File: config.mk
export PLATFORM = sky130hd
export DESIGN_NAME = pscl_top
export DESIGN_NICKNAME = d
export VERILOG_FILES = /design/src/shared/pscl_pkg.sv /design/src/logic/pscl_strap_sync.sv /design/src/logic/pscl_top.sv
export SDC_FILE = /design/constraint.sdc
export NUM_CORES = 1
export LEC_CHECK = 0
export BUFFER_PORTS_ARGS = -buffer_cell sky130_fd_sc_hd__buf_2
export CAP_MARGIN = 15
export CORE_MARGIN = 5
export CORE_UTILIZATION = 35
export CTS_BUF_LIST = sky130_fd_sc_hd__clkbuf_4 sky130_fd_sc_hd__clkbuf_8
export DETAILED_ROUTE_END_ITERATION = 6
export PLACE_DENSITY = 0.58
export SLEW_MARGIN = 20
export SYNTH_ARGS = -nofsm -noshare
export SYNTH_HDL_FRONTEND = slang
export SYNTH_SLANG_ARGS = --single-unit
File: constraint.sdc
create_clock -name clk_i -period 2.35 [get_ports clk_i]
set_input_delay 0.235 -clock clk_i [delete_from_list [all_inputs] [get_ports clk_i]]
set_output_delay 0.235 -clock clk_i [all_outputs]
set_load 0.01 [all_outputs]
File: src/shared/pscl_pkg.sv
// Package: strap layout, register offsets, bit positions and reset values
// Overview of operation
// - Sample all straps in the two cycles after reset release, hold them
// - Address low bits from three address straps
// - Address bits four and three forced zero
// - Capture three-bit interface mode strap field
// - Decode modes: MII, reduced-pin, preamble restore
// - Isolate strap loads control bit ten
// - Speed strap loads control bit thirteen
// - Speed strap sets advertisement speed capability
// - Duplex strap loads control bit eight
// - Autoneg strap loads control bit twelve
// - Pins pulled inputs in reset, outputs after
package pscl_pkg;
  // Strap vector positions
  localparam int STRAP_W        = 10;
  localparam int SB_ADDR0       = 0;
  localparam int SB_ADDR1       = 1;
  localparam int SB_ADDR2       = 2;
  localparam int SB_MODE0       = 3;
  localparam int SB_MODE1       = 4;
  localparam int SB_MODE2       = 5;
  localparam int SB_ISO         = 6;
  localparam int SB_SPEED       = 7;
  localparam int SB_DUPLEX      = 8;
  localparam int SB_ANEG        = 9;
  // Internal pull direction per strap, 1 = pull-up
  localparam logic [STRAP_W-1:0] STRAP_PULLUP = 10'h3_81;
  // Register offsets (byte address on the bus, 4x the register index)
  localparam logic [7:0] OFS_CTRL   = 8'h0_0;
  localparam logic [7:0] OFS_ANADV  = 8'h1_0;
  localparam logic [7:0] OFS_STRAP  = 8'h7_C;
  // Control register bit positions
  localparam int CTRL_DUPLEX   = 8;
  localparam int CTRL_ISOLATE  = 10;
  localparam int CTRL_ANEG     = 12;
  localparam int CTRL_SPEED    = 13;
  // Advertisement: 10 half/full at 5/6, 100 half/full at 7/8, selector at 4:0
  localparam int ADV_10H       = 5;
  localparam int ADV_10F       = 6;
  localparam int ADV_100H      = 7;
  localparam int ADV_100F      = 8;
  localparam logic [15:0] ADV_SELECTOR = 16'h0_001;
  // Reset values before straps are applied
  localparam logic [15:0] CTRL_RST  = 16'h0_000;
  localparam logic [15:0] ANADV_RST = 16'h0_001;
  // Interface mode codes
  localparam logic [2:0] MODE_MII      = 3'h0;
  localparam logic [2:0] MODE_RPIN     = 3'h1;
  localparam logic [2:0] MODE_MII_PRE  = 3'h4;
  typedef enum logic [1:0] {
    PSCL_IF_MII,
    PSCL_IF_RPIN,
    PSCL_IF_MII_PRE,
    PSCL_IF_RSVD
  } pscl_if_mode_t;
endpackage
File: src/logic/pscl_strap_sync.sv
// Two-flop synchroniser bank for the strap pins
module pscl_strap_sync #(
  parameter int W = 10
) (
  // Clock
  input  wire logic         clk_i,
  // Data
  input  wire logic [W-1:0] async_i,
  output logic      [W-1:0] sync_o
);
  logic [W-1:0] meta_ff;
  logic [W-1:0] sync_ff;
  logic [W-1:0] nxt_meta;
  logic [W-1:0] nxt_sync;

  // First stage feeds only the second
  always_comb begin
    nxt_meta = async_i;
    nxt_sync = meta_ff;
  end

  // No reset: the bank keeps tracking the pins while chip reset is held,
  // so the sequencer sees settled strap levels at its first edge
  always_ff @(posedge clk_i) begin
    meta_ff <= nxt_meta;
    sync_ff <= nxt_sync;
  end

  assign sync_o = sync_ff;
endmodule

File: src/logic/pscl_top.sv
// Strap sampler with control/advertisement registers over Wishbone
module pscl_top
  import pscl_pkg::*;
(
  // Clock and reset
  input  wire logic                        clk_i,
  input  wire logic                        rst_n_i,
  // Strap pins, split into input, output and enable
  input  wire logic [pscl_pkg::STRAP_W-1:0] strap_pin_i,
  output logic      [pscl_pkg::STRAP_W-1:0] strap_pin_o,
  output logic      [pscl_pkg::STRAP_W-1:0] strap_pin_oe_o,
  output logic      [pscl_pkg::STRAP_W-1:0] strap_pull_en_o,
  output logic      [pscl_pkg::STRAP_W-1:0] strap_pull_up_o,
  // Normal pin functions after reset
  input  wire logic [pscl_pkg::STRAP_W-1:0] func_out_i,
  // Decoded configuration
  output logic      [4:0]                   mgmt_addr_o,
  output pscl_pkg::pscl_if_mode_t           if_mode_o,
  output logic      [2:0]                   if_mode_raw_o,
  output logic                              cfg_valid_o,
  // Wishbone classic slave
  input  wire logic                         wb_cyc_i,
  input  wire logic                         wb_stb_i,
  input  wire logic                         wb_we_i,
  input  wire logic [7:0]                   wb_adr_i,
  input  wire logic [3:0]                   wb_sel_i,
  input  wire logic [31:0]                  wb_dat_i,
  output logic      [31:0]                  wb_dat_o,
  output logic                              wb_ack_o
);
  import pscl_pkg::*;

  typedef enum {
    ST_SAMPLE,
    ST_LOAD,
    ST_RUN
  } pscl_state_t;

  logic [STRAP_W-1:0] strap_sync;
  pscl_state_t        state_ff;
  pscl_state_t        nxt_state;
  logic [STRAP_W-1:0] latch_ff;
  logic [STRAP_W-1:0] nxt_latch;
  logic [15:0]        ctrl_ff;
  logic [15:0]        nxt_ctrl;
  logic [15:0]        adv_ff;
  logic [15:0]        nxt_adv;
  logic [31:0]        rdat_ff;
  logic [31:0]        nxt_rdat;
  logic               ack_ff;
  logic               nxt_ack;
  logic               req;
  logic               wr_ctrl;
  logic               wr_adv;
  logic [15:0]        wmask;
  logic [15:0]        strap_ctrl;
  logic [15:0]        strap_adv;

  // Synchroniser runs through reset so straps are sampled while pins are inputs
  pscl_strap_sync #(
    .W (STRAP_W)
  ) u_sync (
    .clk_i   (clk_i),
    .async_i (strap_pin_i),
    .sync_o  (strap_sync)
  );

  // Control register image built from the latched straps
  always_comb begin
    strap_ctrl = CTRL_RST;
    strap_ctrl[CTRL_ISOLATE] = latch_ff[SB_ISO];
    strap_ctrl[CTRL_SPEED]   = latch_ff[SB_SPEED];
    strap_ctrl[CTRL_DUPLEX]  = ~latch_ff[SB_DUPLEX];    // pull-up means half
    strap_ctrl[CTRL_ANEG]    = latch_ff[SB_ANEG];
  end

  // Advertisement: only 10 Mbps abilities when strapped to 10
  always_comb begin
    strap_adv = ANADV_RST | ADV_SELECTOR;
    strap_adv[ADV_10H]  = 1'b1;
    strap_adv[ADV_10F]  = 1'b1;
    strap_adv[ADV_100H] = latch_ff[SB_SPEED];
    strap_adv[ADV_100F] = latch_ff[SB_SPEED];
  end

  // Sequencer: sample while pins are inputs, then load registers once
  always_comb begin
    nxt_state = state_ff;
    nxt_latch = latch_ff;
    case (state_ff)
      ST_SAMPLE: begin
        // The synchroniser ran through reset, so the pin levels are already settled at the first edge after release
        nxt_latch = strap_sync;
        nxt_state = ST_LOAD;
      end
      ST_LOAD: begin
        nxt_latch = strap_sync;
        nxt_state = ST_RUN;
      end
      ST_RUN: begin
        nxt_latch = latch_ff;
      end
      default: begin
        nxt_state = ST_SAMPLE;
      end
    endcase
  end

  always_ff @(posedge clk_i or negedge rst_n_i) begin
    if (!rst_n_i) begin
      state_ff <= ST_SAMPLE;
      latch_ff <= STRAP_PULLUP;
    end else begin
      state_ff <= nxt_state;
      latch_ff <= nxt_latch;
    end
  end

  // Pins stay pulled inputs until the straps are captured
  always_comb begin
    strap_pull_up_o = STRAP_PULLUP;
    if (state_ff == ST_RUN) begin
      strap_pull_en_o = '0;
      strap_pin_oe_o  = '1;
      strap_pin_o     = func_out_i;
    end else begin
      strap_pull_en_o = '1;
      strap_pin_oe_o  = '0;
      strap_pin_o     = '0;
    end
  end

  // Bus decode; single-cycle ack, dropped the cycle after
  assign req     = wb_cyc_i & wb_stb_i & ~ack_ff;
  assign wr_ctrl = req & wb_we_i & (wb_adr_i == OFS_CTRL);
  assign wr_adv  = req & wb_we_i & (wb_adr_i == OFS_ANADV);
  assign wmask   = {{8{wb_sel_i[1]}}, {8{wb_sel_i[0]}}};

  // Registers: straps load them once, software may overwrite later
  always_comb begin
    nxt_ctrl = ctrl_ff;
    nxt_adv  = adv_ff;
    nxt_ack  = req;
    nxt_rdat = rdat_ff;
    if (state_ff == ST_LOAD) begin
      nxt_ctrl = strap_ctrl;
      nxt_adv  = strap_adv;
    end else if (state_ff == ST_RUN) begin
      if (wr_ctrl) begin
        nxt_ctrl = (ctrl_ff & ~wmask) | (wb_dat_i[15:0] & wmask);
      end
      if (wr_adv) begin
        nxt_adv = (adv_ff & ~wmask) | (wb_dat_i[15:0] & wmask);
      end
    end
    if (req && !wb_we_i) begin
      case (wb_adr_i)
        OFS_CTRL:  nxt_rdat = {16'h0_000, ctrl_ff};
        OFS_ANADV: nxt_rdat = {16'h0_000, adv_ff};
        OFS_STRAP: nxt_rdat = {22'h00_0000, latch_ff};
        default:   nxt_rdat = 32'h0000_0000;            // Unmapped reads zero
      endcase
    end
  end

  always_ff @(posedge clk_i or negedge rst_n_i) begin
    if (!rst_n_i) begin
      ctrl_ff <= CTRL_RST;
      adv_ff  <= ANADV_RST;
      rdat_ff <= 32'h0000_0000;
      ack_ff  <= 1'b0;
    end else begin
      ctrl_ff <= nxt_ctrl;
      adv_ff  <= nxt_adv;
      rdat_ff <= nxt_rdat;
      ack_ff  <= nxt_ack;
    end
  end

  assign wb_ack_o = ack_ff;
  assign wb_dat_o = rdat_ff;

  // Decoded configuration outputs
  assign mgmt_addr_o   = {2'b00,
                          latch_ff[SB_ADDR2], latch_ff[SB_ADDR1],
                          latch_ff[SB_ADDR0]};
  assign if_mode_raw_o = {latch_ff[SB_MODE2], latch_ff[SB_MODE1],
                          latch_ff[SB_MODE0]};
  assign cfg_valid_o   = (state_ff == ST_RUN);

  // Mode decode; reserved codes flagged rather than guessed
  always_comb begin
    case (if_mode_raw_o)
      MODE_MII:     if_mode_o = PSCL_IF_MII;
      MODE_RPIN:    if_mode_o = PSCL_IF_RPIN;
      MODE_MII_PRE: if_mode_o = PSCL_IF_MII_PRE;
      default:      if_mode_o = PSCL_IF_RSVD;
    endcase
  end
endmodule

# Word level (Yosys, flattened, before mapping)

Cells that the tools add are included.

Flip-flop bits (word level): 127
Bits in writable memories: 0
Memories kept: 0
Bits in read-only memories: 0
Bits in latches: 0
Input bits: 69

Reductions and logical operators: 11
Div/mod/pow operators: 0
Multiplexer cells: 12
Multipliers: 0
Magnitude comparators: 0
Bitwise operators: 13
Shift-type cells: 0
Equality and inequality tests: 8
Add/subtract/negate cells: 0

Operators by type and width:

| operator                                                          | count |
|---|---|
| 16-bit 2-to-1 mux                                                 | 6 |
| 32-bit one-hot mux with 3 select lines                            | 1 |
| 32-bit by 2-bit == test with 1-bit output (second input constant) | 2 |
| 16-bit bitwise AND                                                | 3 |
| 16-bit one-hot mux with 3 select lines                            | 1 |
| 32-bit by 1-bit == test with 1-bit output (second input constant) | 1 |
| 32-bit by 3-bit == test with 1-bit output (second input constant) | 1 |
| 32-bit zero test                                                  | 1 |
| 16-bit bitwise OR                                                 | 2 |
| 10-bit 2-to-1 mux                                                 | 3 |
| 16-bit NOT                                                        | 1 |
| 8-bit by 5-bit == test with 1-bit output (second input constant)  | 1 |
| 8-bit by 7-bit == test with 1-bit output (second input constant)  | 1 |
| 8-bit zero test                                                   | 1 |
| 2-bit one-hot mux with 3 select lines                             | 1 |
| 2-bit nonzero test                                                | 3 |
| 1-bit bitwise AND                                                 | 5 |
| 2-bit AND reduction                                               | 2 |
| 3-bit by 1-bit == test with 1-bit output (second input constant)  | 1 |
| 3-bit == test (second input constant)                             | 1 |
| 3-bit zero test                                                   | 1 |
| 1-bit NOT                                                         | 2 |
| 2-bit OR reduction                                                | 1 |
| 1-bit logical AND                                                 | 1 |
| 1-bit zero test                                                   | 1 |

# Logic depth before layout (Yosys ltp)

Word-level depth: 7
Depth in mapped cells: 7

# Cells and area by module

Synthesis repeated with hierarchy kept, for this count alone.

Cells, all modules: 416
Area, all modules: 4066.4 um^2

By module, submodules not included:

| module          | sequential area each (um^2) | instances | area an instance (um^2) | cells each |
|---|---|---|---|---|
| pscl_top        | 1532.7                      | 1         | 3666.0                  | 396 |
| pscl_strap_sync | 400.4                       | 1         | 400.4                   | 20 |

# Least setup slack after synthesis

No wires, ideal clock.

Path type: register to output
Start point: register state_ff[0]
End point: output port strap_pull_en_o[1] in the netlist's numbering
Data arrival time: 1482 ps
Data required time: 2115 ps
Cell stages (with the launch flop): 6
Slack: 633 ps
Cell sequence: dfrtp_1 -> inv_1 -> ha_1 -> clkbuf_1 -> inv_1 -> buf_4

Word-level cells in the longest chain between the ends: 2

Ends and longest elaborated chain:

| what                                      | line            | source |
|---|---|---|
| start: declaration                        | pscl_top.sv:40  | `pscl_state_t state_ff;` |
| start signal: assignment                  | pscl_top.sv:114 | `state_ff <= nxt_state;` |
| 32-bit by 3-bit == test with 1-bit output | --              |  |
| named net cfg_valid_o                     | pscl_top.sv:20  | `output logic cfg_valid_o,` |
| 10-bit 2-to-1 mux                         | pscl_top.sv:122 | `if (state_ff == ST_RUN) begin` |
| end: declaration                          | pscl_top.sv:12  | `output logic [pscl_pkg::STRAP_W-1:0] strap_pull_en_o,` |

The timed path passes the listed nets, and every way through them passes these cells.

# Worst setup path in the final report

Start point: register state_ff[0]
End point: output port strap_pull_en_o[6] in the netlist's numbering

Word-level cells in the longest chain between the ends: 2

Ends and longest elaborated chain:

| what                                      | line |
|---|---|
| 32-bit by 3-bit == test with 1-bit output | pscl_top.sv:122 |
| 10-bit 2-to-1 mux                         | pscl_top.sv:122 |

Every way passes these cells.

==> flow_metrics.tcl <==
set metrics [dict create \
    grt_pass1_vias 2824 \
    cts_buffers 9 \
    criticalPathCategory "reg2out" \
    vias_per_cell 4.69 \
    powerDensity_nw_per_um2 628 \
    clk_path_buf_depth 2 \
    cp.arrival_ns 1.85 \
    grt_setup_unrepaired "false" \
    overflow 0 \
    dieArea_um2 12900 \
    ioPinCount 153 \
    drtAntennaViolNets 0 \
    setup.worst_path.end_class "output pin" \
    syn_to_final_growth_pct 22.3 \
    grt_use_met3 0.0324 \
    cpMostUsedCell "inv_1" \
    synth_ff_type "dfrtp_1" \
    max_stage_delay_ns 0.56 \
    syn_area_um2 3770 \
    clock-root-buffer "clkbuf_8" \
    ys_seq_area_frac 0.513 \
    drc 0 \
    pwr-share-comb 0.075 \
    ir_drop_mv 0.306 \
    yosys_warnings 0 \
    clock_sinks 81 \
    p_seq_frac 0.497 \
    worst_ep_required_time_ns 2.12 \
    fin_crit_sh 0.887 \
    multi_input_area_um2 1470 \
    fin_nets 530 \
    path_cells "inv_1 > ha_1 > inv_1 > buf_2" \
    period_minus_slack_ns 2.08 \
    report.final.slew_viol_count 0 \
    gp_congestion 0.787 \
    grtUsageMet2 0.218 \
    drt-total-wl_um 8900 \
    netlist_instances 354 \
    die_h_um 114 \
    top_usage_layer "met2" \
    synth_top_cell_by_area "dfrtp_1" \
    r2r_slack_ns 0.28 \
    worst_pin_slew_ns 1.02 \
    path_delay_family "adder cells" \
    setup_tns_ns 0 \
    cp-start-kind "flip-flop" \
    ys_top_cells_by_area "dfrtp_1, dfxtp_1, buf_4, nand2_1, mux2i_1" \
    start_util 0.362 \
    slew_headroom 0.317 \
    post_cts_buffers 0 \
    drive_above_1_share 0.352 \
    net-switching-power_w 0.000652 \
    vias 2812 \
    wire_per_inst_um 14.8 \
    first_pass_iters 4 \
    syn_avg_cell_area_um2 10.6 \
    fill_cells 1044 \
    clkPwrFrac 0.428 \
    cts_resized 0 \
    io_buffer_count 106 \
    p_int_w 0.00224 \
    synth_edf_count 0 \
    design.core.area_um2 10400 \
    holdWs_ns 0.113 \
    use_met1 0.182 \
    netlist.area_leader.share 0.372 \
    drtIter0Drc 117 \
    finalSetupViolCount 0 \
    ys_ff_latch 81 \
    clkTransAtPathRegs_ns 0.08 \
    synth.distinct_cells 41 \
    die_x_um 114 \
    h-tree-depth 3 \
    p_leak_nw 2.31 \
    ff_latch_area_um2 1930 \
    status "completed" \
    ys_async_sr_fraction 0.753 \
    swShare 0.225 \
    hold_viol 0 \
    dp_hpwl_um 6690 \
    grtUsageTotal 0.139 \
    grt_max_degree 34 \
    antenna_found_initial 1 \
    worstSkewPairLatency_ns 0.35 \
    grt_pass1_wl_um 14300 \
    num_rows 37 \
    maxCapViolCount 0 \
    clock.fmax_ghz 0.480 \
    cts_hold_buf 11 \
    clock_skew_ns 0.00671 \
    tritoncts "built" \
    critPathSlowestCell "ha_1" \
    critPathMaxFanout 24 \
    holdCritPathClass "in2reg" \
    critPathBufInv 3 \
]
worst min-delay path, stage by stage:
cell and delay (ns):
buf_2 0.12, nand2_1 0.05, nor2_1 0.03
state kept, by name (all words and copies together) (netlist names), named ones only:
signal	flops
wb_ack_o	1
adv_ff	14
u_sync.meta_ff	10
latch_ff	10
ctrl_ff	12
wb_dat_o	16
u_sync.sync_o	10
state_ff	2
Yosys cell counts (5+ instances only):
| cell type | count |
|---|---|
| mux2_2 | 12 |
| nand2_1 | 48 |
| a21o_1 | 10 |
| o21ai_0 | 28 |
| and2_1 | 13 |
| mux2i_1 | 16 |
| buf_4 | 53 |
| nand2b_1 | 10 |
| dfrtp_1 | 56 |
| clkbuf_1 | 9 |
| o211ai_1 | 10 |
| nor2_1 | 5 |
| nand3b_1 | 7 |
| dfxtp_1 | 20 |
| dfstp_2 | 5 |
power groups by stage:
stage	Combinational [W]	Sequential [W]	Clock, W
after floorplan	0.000134	0.00146	0
after global placement	0.000203	0.00147	0
after detailed placement	0.000206	0.00147	0
after CTS	0.000221	0.00144	0.00127
after global routing	0.000244	0.00144	0.00134
final	0.000218	0.00144	0.00124
area by class of cell:
type,instances,area share
Sequential cell,81,0.420
Multi-Input combinational cell,230,0.319
Timing Repair Buffer,133,0.168
Tap cell,136,0.0370
Clock buffer,10,0.0285
Clock inverter,6,0.0250
Inverter,3,0.00245
Antenna cell,1,0.000543
cells in the final DEF (no fill, tap or decap), types with 11 or more instances in the layout:
| master | Yosys | routed |
|---|---|---|
| and2_1 | 13 | 13 |
| buf_2 | 4 | 106 |
| buf_4 | 53 | 15 |
| conb_1 | 2 | 28 |
| dfrtp_1 | 56 | 56 |
| dfxtp_1 | 20 | 20 |
| dlygate4sd3_1 | 0 | 11 |
| mux2_2 | 12 | 12 |
| mux2i_1 | 16 | 16 |
| nand2_1 | 48 | 48 |
| o21ai_0 | 28 | 28 |
metrics by stage:
stage / util / total power (W) / cells / worst slack (ns) / cell area (um2)
after floorplan: - / 0.00160 / 380 / 0.633 / 3860
after global placement: 0.408 / 0.00167 / 572 / 0.310 / 4250
after detailed placement: 0.408 / 0.00167 / 572 / 0.251 / 4250
after CTS: 0.442 / 0.00293 / 599 / 0.198 / 4600
after global routing: 0.442 / 0.00303 / 599 / 0.0109 / 4600
final: 0.442 / 0.00289 / 600 / 0.267 / 4600
layer usage:
metal  vias up  wire length, um
met3        16              612
met1      1333             3900
met5         -                0
li1       1369                -
met4         0              210
met2        94             4180
final timing paths:
path                                         from                 end  depth (start not counted)
worst max-delay path                  state_ff[0]  strap_pull_en_o[6]                          4
worst max register to register        state_ff[1]         latch_ff[1]                          4
max in group asynchronous                 rst_n_i           adv_ff[0]                          3
worst min-delay path                     wb_stb_i            wb_ack_o                          3
worst min register to register  u_sync.meta_ff[6]    u_sync.sync_o[6]                          0
min in group asynchronous                 rst_n_i         latch_ff[5]                          2
cells by family (layout without fill, tap and decap cells):
family / count (synthesis) / in the layout / share of synthesized area
AOI/OAI and AO/OA: 70 / 70 / 0.124
DFF: 81 / 81 / 0.513
muxes: 28 / 28 / 0.0784
buffers and inverters: 69 / 152 / 0.123
adders and majority gates: 3 / 3 / 0.00997
and+or+nand+nor: 101 / 101 / 0.150
other: 2 / 29 / 0.00199
Note: power is estimated with default switching activity, not from simulation.
